==> config.mk <==
export PLATFORM = sky130hd
export DESIGN_NAME = arp_config_regs
export DESIGN_NICKNAME = d
export VERILOG_FILES = /design/src/shared/arp_pkg.sv /design/src/logic/arp_config_regs.sv /design/src/logic/arp_serial_port.sv
export SDC_FILE = /design/constraint.sdc
export NUM_CORES = 1
export LEC_CHECK = 0
export BUFFER_PORTS_ARGS = -buffer_cell sky130_fd_sc_hd__buf_2
export CORE_MARGIN = 3
export CORE_UTILIZATION = 50
export CTS_CLUSTER_DIAMETER = 30
export DETAILED_ROUTE_END_ITERATION = 8
export PLACE_DENSITY = 0.72
export SLEW_MARGIN = 20
export SYNTH_ARGS = -nofsm -noshare
export SYNTH_HDL_FRONTEND = slang
export SYNTH_SLANG_ARGS = --single-unit
==> constraint.sdc <==
create_clock -name clock_i -period 3.7 [get_ports clock_i]
set_input_delay 0.37 -clock clock_i [delete_from_list [all_inputs] [get_ports clock_i]]
set_output_delay 0.37 -clock clock_i [all_outputs]
set_load 0.01 [all_outputs]
==> src/shared/arp_pkg.sv <==
// Purpose: constants for the range, power mode and synthesizer divider register bank
// Assumes: byte-wide serial control port, 15-bit register address
// Notes: 16-bit full-scale register spans two byte addresses, low byte first
//
// Summary of operation
// - full-scale code 16 bits, reset 0xA000, all channels
// - code 0x2000..0xFFFF spans 500..1000 mVpp
// - power code 0x46 low, 0x4B high
// - timestamp bit 0 enables receiver, reset off
// - reference output follows enable and synth enable
// - P divider codes 0..2 give 1,2,4
// - V divider codes 0..2 give 5,4,3
// - N divider value 1..63, reset 32
package arp_pkg;

	// ----------------------------------------
	// register byte addresses
	// ----------------------------------------
	localparam logic [14:0] ADDR_FS_LO = 15'h0030;
	localparam logic [14:0] ADDR_FS_HI = 15'h0031;
	localparam logic [14:0] ADDR_PM    = 15'h0037;
	localparam logic [14:0] ADDR_TS    = 15'h003B;
	localparam logic [14:0] ADDR_RO    = 15'h003C;
	localparam logic [14:0] ADDR_VP    = 15'h003D;
	localparam logic [14:0] ADDR_N     = 15'h003E;

	// ----------------------------------------
	// storage indices and reset values
	// ----------------------------------------
	localparam int          NUM_BYTES = 7;
	localparam logic [2:0]  IDX_FS_LO = 3'h0;
	localparam logic [2:0]  IDX_FS_HI = 3'h1;
	localparam logic [2:0]  IDX_PM    = 3'h2;
	localparam logic [2:0]  IDX_TS    = 3'h3;
	localparam logic [2:0]  IDX_RO    = 3'h4;
	localparam logic [2:0]  IDX_VP    = 3'h5;
	localparam logic [2:0]  IDX_N     = 3'h6;
	localparam logic [15:0] RST_FS    = 16'hA000;
	localparam logic [7:0]  RST_PM    = 8'h4B;
	localparam logic [7:0]  RST_TS    = 8'h00;
	localparam logic [7:0]  RST_RO    = 8'h01;
	localparam logic [7:0]  RST_VP    = 8'h00;
	localparam logic [7:0]  RST_N     = 8'h20;
	// index 0 in the low byte
	localparam logic [55:0] RST_BANK  = {RST_N, RST_VP, RST_RO, RST_TS, RST_PM, RST_FS};
	localparam logic [7:0]  RD_UNMAPPED = 8'h00;

	// ----------------------------------------
	// fields and codes
	// ----------------------------------------
	localparam int         TS_RECV_BIT  = 0;
	localparam int         TS_TERM_BIT  = 1;
	localparam int         RO_EN_BIT    = 0;
	localparam int         P_LSB        = 2;
	localparam int         V_LSB        = 0;
	localparam int         N_LSB        = 0;
	localparam logic [7:0] PM_LOW_POWER = 8'h46;
	localparam logic [7:0] PM_HIGH_PERF = 8'h4B;

	// ----------------------------------------
	// serial frame: rw bit, 15 address bits, 8 data bits
	// ----------------------------------------
	localparam logic [4:0] FRAME_ADDR_END = 5'h10;
	localparam logic [4:0] FRAME_BITS     = 5'h18;

endpackage

==> src/logic/arp_config_regs.sv <==
// Purpose: range, power mode, timestamp, reference output and divider registers
// Assumes: companion power and calibration logic lives elsewhere
// Notes: unsafe-write pulses flag host ordering slips, they block nothing
`timescale 1ns/1ps
module arp_config_regs (
	input  wire logic        clock_i,
	input  wire logic        reset_i,
	input  wire logic        spi_clk_i,
	input  wire logic        spi_cs_n_i,
	input  wire logic        spi_data_i,
	output logic             spi_data_o,
	output logic             spi_data_oe_o,
	input  wire logic        synth_enable_i,
	input  wire logic        cal_enable_i,
	input  wire logic        serial_link_enable_i,
	input  wire logic        synth_reset_bit_i,
	output logic [15:0]      analog_full_scale_setting_o,
	output logic [7:0]       power_mode_code_o,
	output logic             low_power_mode_o,
	output logic             power_mode_reserved_o,
	output logic             timestamp_receiver_enable_o,
	output logic             timestamp_termination_mode_o,
	output logic             reference_clock_output_on_o,
	output logic [1:0]       div_p_code_o,
	output logic [1:0]       div_v_code_o,
	output logic [5:0]       div_n_o,
	output logic [2:0]       div_p_ratio_o,
	output logic [2:0]       div_v_ratio_o,
	output logic             div_reserved_o,
	output logic             mode_write_unsafe_o,
	output logic             div_write_unsafe_o
);

	// ----------------------------------------
	// serial port
	// ----------------------------------------
	logic        wr_stb;
	logic [14:0] addr;
	logic [7:0]  wdata;
	logic [7:0]  rdata;

	arp_serial_port u_port (
		.clock_i       (clock_i),
		.reset_i       (reset_i),
		.spi_clk_i     (spi_clk_i),
		.spi_cs_n_i    (spi_cs_n_i),
		.spi_data_i    (spi_data_i),
		.spi_data_o    (spi_data_o),
		.spi_data_oe_o (spi_data_oe_o),
		.wr_stb_o      (wr_stb),
		.addr_o        (addr),
		.wdata_o       (wdata),
		.rdata_i       (rdata)
	);

	// ----------------------------------------
	// address decode
	// ----------------------------------------
	// returns {hit, index}
	function automatic logic [3:0] map_addr(input logic [14:0] a);
		if (a == arp_pkg::ADDR_FS_LO) map_addr = {1'b1, arp_pkg::IDX_FS_LO};
		else if (a == arp_pkg::ADDR_FS_HI) map_addr = {1'b1, arp_pkg::IDX_FS_HI};
		else if (a == arp_pkg::ADDR_PM) map_addr = {1'b1, arp_pkg::IDX_PM};
		else if (a == arp_pkg::ADDR_TS) map_addr = {1'b1, arp_pkg::IDX_TS};
		else if (a == arp_pkg::ADDR_RO) map_addr = {1'b1, arp_pkg::IDX_RO};
		else if (a == arp_pkg::ADDR_VP) map_addr = {1'b1, arp_pkg::IDX_VP};
		else if (a == arp_pkg::ADDR_N) map_addr = {1'b1, arp_pkg::IDX_N};
		else map_addr = 4'h0;
	endfunction

	wire [3:0] hit_idx = map_addr(addr);
	wire       hit     = hit_idx[3];
	wire [2:0] idx     = hit_idx[2:0];

	// ----------------------------------------
	// register storage
	// ----------------------------------------
	logic [7:0] bank_reg [arp_pkg::NUM_BYTES];

	genvar gi;
	generate
		for (gi = 0; gi < arp_pkg::NUM_BYTES; gi++) begin : g_byte
			always_ff @(posedge clock_i or posedge reset_i) begin
				if (reset_i) begin
					bank_reg[gi] <= arp_pkg::RST_BANK[gi*8 +: 8];
				end else if (wr_stb && hit && idx == 3'(gi)) begin
					bank_reg[gi] <= wdata;
				end
			end
		end
	endgenerate

	assign rdata = hit ? bank_reg[idx] : arp_pkg::RD_UNMAPPED;

	// ----------------------------------------
	// exported settings
	// ----------------------------------------
	logic [1:0] synth_en_sync_reg;

	always_ff @(posedge clock_i or posedge reset_i) begin
		if (reset_i) begin
			synth_en_sync_reg <= 2'h0;
		end else begin
			synth_en_sync_reg <= {synth_en_sync_reg[0], synth_enable_i};
		end
	end

	wire [7:0] vp_byte = bank_reg[arp_pkg::IDX_VP];
	wire [7:0] n_byte  = bank_reg[arp_pkg::IDX_N];

	// one code for all channels, code passed straight to the front end
	assign analog_full_scale_setting_o = {bank_reg[arp_pkg::IDX_FS_HI],
	                                      bank_reg[arp_pkg::IDX_FS_LO]};
	assign power_mode_code_o     = bank_reg[arp_pkg::IDX_PM];
	assign low_power_mode_o      = power_mode_code_o == arp_pkg::PM_LOW_POWER;
	assign power_mode_reserved_o = !low_power_mode_o
	                               && power_mode_code_o != arp_pkg::PM_HIGH_PERF;
	assign timestamp_receiver_enable_o  = bank_reg[arp_pkg::IDX_TS][arp_pkg::TS_RECV_BIT];
	assign timestamp_termination_mode_o = bank_reg[arp_pkg::IDX_TS][arp_pkg::TS_TERM_BIT];
	assign reference_clock_output_on_o = bank_reg[arp_pkg::IDX_RO][arp_pkg::RO_EN_BIT]
	                                     & synth_en_sync_reg[1];
	assign div_p_code_o = vp_byte[arp_pkg::P_LSB +: 2];
	assign div_v_code_o = vp_byte[arp_pkg::V_LSB +: 2];
	assign div_n_o      = n_byte[arp_pkg::N_LSB +: 6];

	// ----------------------------------------
	// divider ratio decode
	// ----------------------------------------
	logic [2:0] p_ratio_next;
	logic [2:0] v_ratio_next;

	// P ratio, reserved code gives zero
	always_comb begin
		case (div_p_code_o)
			2'h0:    p_ratio_next = 3'h1;
			2'h1:    p_ratio_next = 3'h2;
			2'h2:    p_ratio_next = 3'h4;
			default: p_ratio_next = 3'h0;
		endcase
	end

	// V ratio, reserved code gives zero
	always_comb begin
		case (div_v_code_o)
			2'h0:    v_ratio_next = 3'h5;
			2'h1:    v_ratio_next = 3'h4;
			2'h2:    v_ratio_next = 3'h3;
			default: v_ratio_next = 3'h0;
		endcase
	end

	wire div_reserved_next = p_ratio_next == 3'h0 || v_ratio_next == 3'h0 || div_n_o == 6'h00;
	wire pm_write  = wr_stb && hit && idx == arp_pkg::IDX_PM;
	wire div_write = wr_stb && hit && (idx == arp_pkg::IDX_VP || idx == arp_pkg::IDX_N);

	// ratios one cycle behind the fields
	always_ff @(posedge clock_i or posedge reset_i) begin
		if (reset_i) begin
			div_p_ratio_o       <= 3'h1;
			div_v_ratio_o       <= 3'h5;
			div_reserved_o      <= 1'b0;
			mode_write_unsafe_o <= 1'b0;
			div_write_unsafe_o  <= 1'b0;
		end else begin
			div_p_ratio_o       <= p_ratio_next;
			div_v_ratio_o       <= v_ratio_next;
			div_reserved_o      <= div_reserved_next;
			// flag mode change with calibration or link still on
			mode_write_unsafe_o <= pm_write && (cal_enable_i || serial_link_enable_i);
			// flag divider change outside synth reset
			div_write_unsafe_o  <= div_write && !synth_reset_bit_i;
		end
	end

	// ----------------------------------------
	// checks
	// ----------------------------------------
	property p_fs_reset;
		@(posedge clock_i) disable iff (reset_i)
		$fell(reset_i) |-> analog_full_scale_setting_o == 16'hA000 && power_mode_code_o == 8'h4B;
	endproperty
	a_fs_reset: assert property (p_fs_reset) else $error("bank defaults wrong after reset");

	property p_write_lands;
		@(posedge clock_i) disable iff (reset_i)
		(wr_stb && hit) |=> bank_reg[$past(idx)] == $past(wdata);
	endproperty
	a_write_lands: assert property (p_write_lands) else $error("written byte not stored");

	property p_low_power;
		@(posedge clock_i) disable iff (reset_i)
		low_power_mode_o |-> power_mode_code_o == 8'h46 && !power_mode_reserved_o;
	endproperty
	a_low_power: assert property (p_low_power) else $error("low power decode wrong");

	property p_ts_enable;
		@(posedge clock_i) disable iff (reset_i)
		(wr_stb && hit && idx == 3'h3) |=> timestamp_receiver_enable_o == $past(wdata[0]);
	endproperty
	a_ts_enable: assert property (p_ts_enable) else $error("timestamp enable not following write");

	property p_ref_out;
		@(posedge clock_i) disable iff (reset_i)
		(synth_en_sync_reg[1] && bank_reg[4][0]) |-> reference_clock_output_on_o;
	endproperty
	a_ref_out: assert property (p_ref_out) else $error("reference output not driven");

	// output may only follow the enable pin through both sync stages
	property p_ref_sync;
		@(posedge clock_i) disable iff (reset_i)
		reference_clock_output_on_o |-> $past(synth_enable_i, 2);
	endproperty
	a_ref_sync: assert property (p_ref_sync) else $error("reference output ahead of synth enable");

	property p_p_ratio;
		@(posedge clock_i) disable iff (reset_i)
		(div_p_code_o == 2'h2) ##1 (div_p_code_o == 2'h2) |-> div_p_ratio_o == 3'h4;
	endproperty
	a_p_ratio: assert property (p_p_ratio) else $error("P ratio for code 2 is not 4");

	property p_v_ratio;
		@(posedge clock_i) disable iff (reset_i)
		$stable(div_v_code_o) && div_v_code_o == 2'h0 |-> div_v_ratio_o == 3'h5;
	endproperty
	a_v_ratio: assert property (p_v_ratio) else $error("V ratio for code 0 is not 5");

	property p_n_reserved;
		@(posedge clock_i) disable iff (reset_i)
		(div_n_o == 6'h00) |=> div_reserved_o;
	endproperty
	a_n_reserved: assert property (p_n_reserved) else $error("N of zero not flagged");

endmodule

==> src/logic/arp_serial_port.sv <==
// Purpose: serial control port slave, byte access, mode 0
// Assumes: serial clock well below a quarter of clock_i
// Notes: pins are resynchronised; first bit high means read
`timescale 1ns/1ps
module arp_serial_port (
	input  wire logic        clock_i,
	input  wire logic        reset_i,
	input  wire logic        spi_clk_i,
	input  wire logic        spi_cs_n_i,
	input  wire logic        spi_data_i,
	output logic             spi_data_o,
	output logic             spi_data_oe_o,
	output logic             wr_stb_o,
	output logic [14:0]      addr_o,
	output logic [7:0]       wdata_o,
	input  wire logic [7:0]  rdata_i
);

	// ----------------------------------------
	// pin synchronisers
	// ----------------------------------------
	logic [1:0]  clk_sync_reg;
	logic [1:0]  cs_n_sync_reg;
	logic [1:0]  din_sync_reg;
	logic        clk_prev_reg;
	logic [4:0]  bit_cnt_reg;
	logic        read_reg;
	logic [22:0] shift_reg;
	logic [6:0]  rd_shift_reg;

	always_ff @(posedge clock_i or posedge reset_i) begin
		if (reset_i) begin
			clk_sync_reg  <= 2'h0;
			cs_n_sync_reg <= 2'h3;
			din_sync_reg  <= 2'h0;
			clk_prev_reg  <= 1'b0;
		end else begin
			clk_sync_reg  <= {clk_sync_reg[0], spi_clk_i};
			cs_n_sync_reg <= {cs_n_sync_reg[0], spi_cs_n_i};
			din_sync_reg  <= {din_sync_reg[0], spi_data_i};
			clk_prev_reg  <= clk_sync_reg[1];
		end
	end

	localparam logic [4:0] FRAME_BITS_W = arp_pkg::FRAME_BITS;

	wire active   = ~cs_n_sync_reg[1];
	wire din      = din_sync_reg[1];
	wire rise     = active & clk_sync_reg[1] & ~clk_prev_reg & (bit_cnt_reg < FRAME_BITS_W);
	wire fall     = active & ~clk_sync_reg[1] & clk_prev_reg;
	wire last_bit = bit_cnt_reg == FRAME_BITS_W - 5'h01;

	// ----------------------------------------
	// frame shifter
	// ----------------------------------------
	always_ff @(posedge clock_i or posedge reset_i) begin
		if (reset_i) begin
			bit_cnt_reg  <= 5'h00;
			read_reg     <= 1'b0;
			shift_reg    <= 23'h000000;
			addr_o       <= 15'h0000;
			wdata_o      <= 8'h00;
			wr_stb_o     <= 1'b0;
			rd_shift_reg <= 7'h00;
			spi_data_o   <= 1'b0;
		end else begin
			wr_stb_o <= 1'b0;
			if (!active) begin
				bit_cnt_reg <= 5'h00;
			end else if (rise) begin
				bit_cnt_reg <= bit_cnt_reg + 5'h01;
				shift_reg   <= {shift_reg[21:0], din};
				if (bit_cnt_reg == 5'h00) begin
					read_reg <= din;
				end
				if (bit_cnt_reg == arp_pkg::FRAME_ADDR_END - 5'h01) begin
					addr_o <= {shift_reg[13:0], din};
				end
				if (last_bit && !read_reg) begin
					wdata_o  <= {shift_reg[6:0], din};
					wr_stb_o <= 1'b1;
				end
			end
			// read data changes on the falling edge, host samples on rising
			if (fall && read_reg) begin
				if (bit_cnt_reg == arp_pkg::FRAME_ADDR_END) begin
					spi_data_o   <= rdata_i[7];
					rd_shift_reg <= rdata_i[6:0];
				end else if (bit_cnt_reg > arp_pkg::FRAME_ADDR_END) begin
					spi_data_o   <= rd_shift_reg[6];
					rd_shift_reg <= {rd_shift_reg[5:0], 1'b0};
				end
			end
		end
	end

	assign spi_data_oe_o = active & read_reg & (bit_cnt_reg >= arp_pkg::FRAME_ADDR_END);

	// ----------------------------------------
	// checks
	// ----------------------------------------
	property p_wr_single;
		@(posedge clock_i) disable iff (reset_i)
		wr_stb_o |=> !wr_stb_o;
	endproperty
	a_wr_single: assert property (p_wr_single) else $error("write strobe longer than one cycle");

	property p_no_wr_on_read;
		@(posedge clock_i) disable iff (reset_i)
		(rise && last_bit && read_reg) |=> !wr_stb_o;
	endproperty
	a_no_wr_on_read: assert property (p_no_wr_on_read) else $error("read frame caused a write");

endmodule

==> impl_metrics.py <==
metrics = {
    "synthesis": {
        "netlist_instances": 483,
        "synth.largest_area_cell": "dfrtp_1",
        "synth_seq_cells": 126,
        "synth.most_common_cell": "dfrtp_1",
        "synth_edf_count": 0,
        "yosysWarnings": 0,
        "synth_common_cells": "dfrtp_1 (113), mux2_2 (95), buf_4 (36)",
        "seq_area_frac_synth_pct": 52.88,
        "avgSynthCellArea_um2": 12.41,
        "syn_area_um2": 5993,
        "synth_area_leaders": "dfrtp_1 (47%), mux2_2 (18%), dfstp_2 (5.7%), buf_4 (4.5%), a31oi_1 (1.5%)",
        "ys.flop_type": "dfrtp_1",
        "yosysUniqueCellTypes": 64,
        "synth_top_area_share_pct": 47.18,
        "syn-num-nets": 495,
        "synth-async-reset-ratio_pct": 100.0,
    },
    "global_route": {
        "grt_pass1_wl_mm": 21.98,
        "grt_start_max_net_pins": 96,
        "grt_overflow": 0,
        "grt.total_usage_pct": 21.77,
        "antenna_found_initial": 0,
        "grt_pass1_vias": 3990,
    },
    "power_and_ir_drop": {
        "leakagePower_uw": 0.003181,
        "pwr-share-comb_pct": 3.0,
        "switchingPower_uw": 740.7,
        "p_seq_share_pct": 44.1,
        "power-per-cell-area_nw_per_um2": 496.2,
        "p_int_uw": 2621,
        "power.share.switching_pct": 22.04,
        "pwr-share-clk_pct": 52.9,
        "peakVddDrop_uv": 390.3,
    },
    "detailed_routing": {
        "drcViolationCount": 0,
        "post_drt_wl_per_cell_um": 20.38,
        "dr.pass1.iters": 5,
        "routed_wl_mm": 13.51,
        "num_vias": 3958,
        "antenna_left": 0,
        "viasPerCell": 5.970,
        "drt-initial-drc-count": 264,
    },
    "sta": {
        "setup_viol": 0,
        "relSlewSlack_pct": 32.65,
        "period_share_pct": 70.64,
        "drv_slew": 0,
        "rsz0062_at_grt": "no",
        "hold_viol_final": 0,
        "setup_tns_ps": 0,
        "worstMarginPinSlew_ps": 994.5,
        "finalCriticalPeriod_ps": 2614,
        "fmax_mhz": 382.6,
        "finClkSkew_ps": 10.55,
    },
    "clock_tree": {
        "cts_sinks": 126,
        "cts.clk_slew.worst_paths_ps": 60,
        "cts.htree.levels": 4,
        "numCtsBuffers": 17,
        "cts_resized": 0,
        "insertion_delay_ps": 410,
        "clock_path_buffers": 2,
        "cts-root-buf": "clkbuf_16",
        "cts_setup_buffers": 0,
        "hold_buffers": 0,
        "cts_tree": "done",
    },
    "placement": {
        "hpwl_mm": 9.075,
        "placed_area_um2": 6137,
        "place_congestion": 0.9019,
        "portBuffers": 58,
    },
    "finish": {
        "design_area_um2": 6774,
        "syn2layout_area_growth_pct": 13.03,
        "finalNetCount": 519,
        "layout-drive-gt1-share_pct": 41.73,
        "diodes": 0,
        "largest_reg_flops": 16,
    },
    "critical_path": {
        "rr_startpoint": "u_port.addr_o[10]",
        "startpoint": "u_port.addr_o[10]",
        "crit_required_ps": 3990,
        "cp_slowest_cell": "nand3_1",
        "worst-path-max-fanout": 16,
        "cp-start-kind": "flip-flop",
        "path_cells": "nor4_4 -> nand3_1 -> nor2_1 -> buf_4 -> nand4_2 -> mux2_2",
        "endpoint_kind": "flip-flop",
        "criticalPathCategory": "flip-flop to flip-flop",
        "critPathMaxStageDelay_ps": 490,
        "arrival_ps": 2900,
    },
    "status": {
        "status": "complete, no violations",
    },
    "die": {
        "ios": 59,
        "core_um2": 11560,
        "initial_core_util_pct": 51.82,
        "die_height_um": 115.5,
        "die-area_um2": 13340,
        "rows": 39,
        "die_x_um": 115.5,
    },
    "hold_path": {
        "hold_class": "input port to flip-flop",
        "min_from": "spi_cs_n_i",
    },
    "run": {
        "maxCapViolCount": 0,
    },
}
## layer usage
metal	global-route usage, %	vias to the layer above	wire length (um)
met5	0	-	0
met4	7.981	0	232
met3	4.439	19	626
met2	33.80	121	6524
met1	30.51	2034	6126
li1	-	1784	-
## cells by family (layout without fill, tap and decap cells)
kind of cell | Yosys count | in the layout | share of synthesized area [%]
AO/OA/AOI/OAI | 71 | 71 | 8.685
multiplexers | 97 | 97 | 18.18
AND/OR/NAND/NOR | 110 | 110 | 11.29
adder cells (fa/ha/maj) | 3 | 3 | 0.6264
flip-flops | 126 | 126 | 52.88
XOR/XNOR | 7 | 7 | 1.378
buffers and inverters | 69 | 106 | 6.952
## cells in the final DEF (no fill, tap or decap), types with 3 or more instances in the layout
cell type,Yosys,routed
nand2b_1,4,4
a31oi_1,14,14
buf_2,12,58
clkinv_4,0,6
o21ai_1,6,6
bufinv_16,0,4
nand4b_1,3,3
a211oi_1,3,3
nor3_1,6,6
ha_1,3,3
dfrtp_1,113,113
o21ai_0,8,8
clkbuf_16,0,17
o32ai_1,7,7
a41o_1,6,6
o21bai_1,6,6
nor2_1,14,14
nor2b_1,11,11
xor2_1,3,3
mux2_2,95,95
dfstp_2,13,13
inv_6,0,3
inv_1,12,11
nand3_1,9,9
buf_4,36,3
nand4_1,5,5
nand2_1,20,20
and3_1,4,4
a21oi_1,6,6
or3_1,7,7
## critical path, delay by kind of cell, from the launching register on
kind / cells / cell delay [ps]
AND/OR/NAND/NOR: 4 / 1460
flip-flops: 1 / 410
multiplexers: 1 / 400
buffers and inverters: 1 / 230
## worst paths after layout
check	endpoint	slack [ps]	cells after the start
min	u_port.cs_n_sync_reg[0]	60	1
max	n_byte[6]	1090	6
max in group asynchronous	analog_full_scale_setting_o[13]	2700	3
min reg2reg	synth_en_sync_reg[1]	350	0
max reg2reg	n_byte[6]	1090	6
min in group asynchronous	div_reserved_o	80	2
## layout make-up
type,instances,area (um2)
clock buffers,17,425.4
repair buffers,62,332.8
flip-flops and latches,126,3169
multi-input cells,288,2407
clock inverters,15,211.5
well taps,143,178.9
fillers,902,4791
inverters,12,48.80
## through the flow
step	total power [uW]	hold WS, ps	cells	util, %	setup WS, ps
finish	3361	64.84	663	58.57	1086
CTS	3389	52.12	663	58.57	1117
floorplan	1566	331.2	483	-	1721
detailed placement	1611	342.6	631	53.07	1131
global route	3469	53.27	663	58.57	888.3
global placement	1599	336.5	631	53.07	1171
## power by group through the flow
| stage | Combinational, uW | Clock, uW | Sequential (uW) |
|---|---|---|---|
| 4_1_cts | 105 | 1800 | 1480 |
| 3_3_place_gp | 99.6 | 0 | 1500 |
| 6_report | 101 | 1780 | 1480 |
| 2_1_floorplan | 80.9 | 0 | 1490 |
| 3_5_place_dp | 105 | 0 | 1510 |
| 5_1_grt | 116 | 1860 | 1490 |
Note: power is estimated with default switching activity, not from simulation.
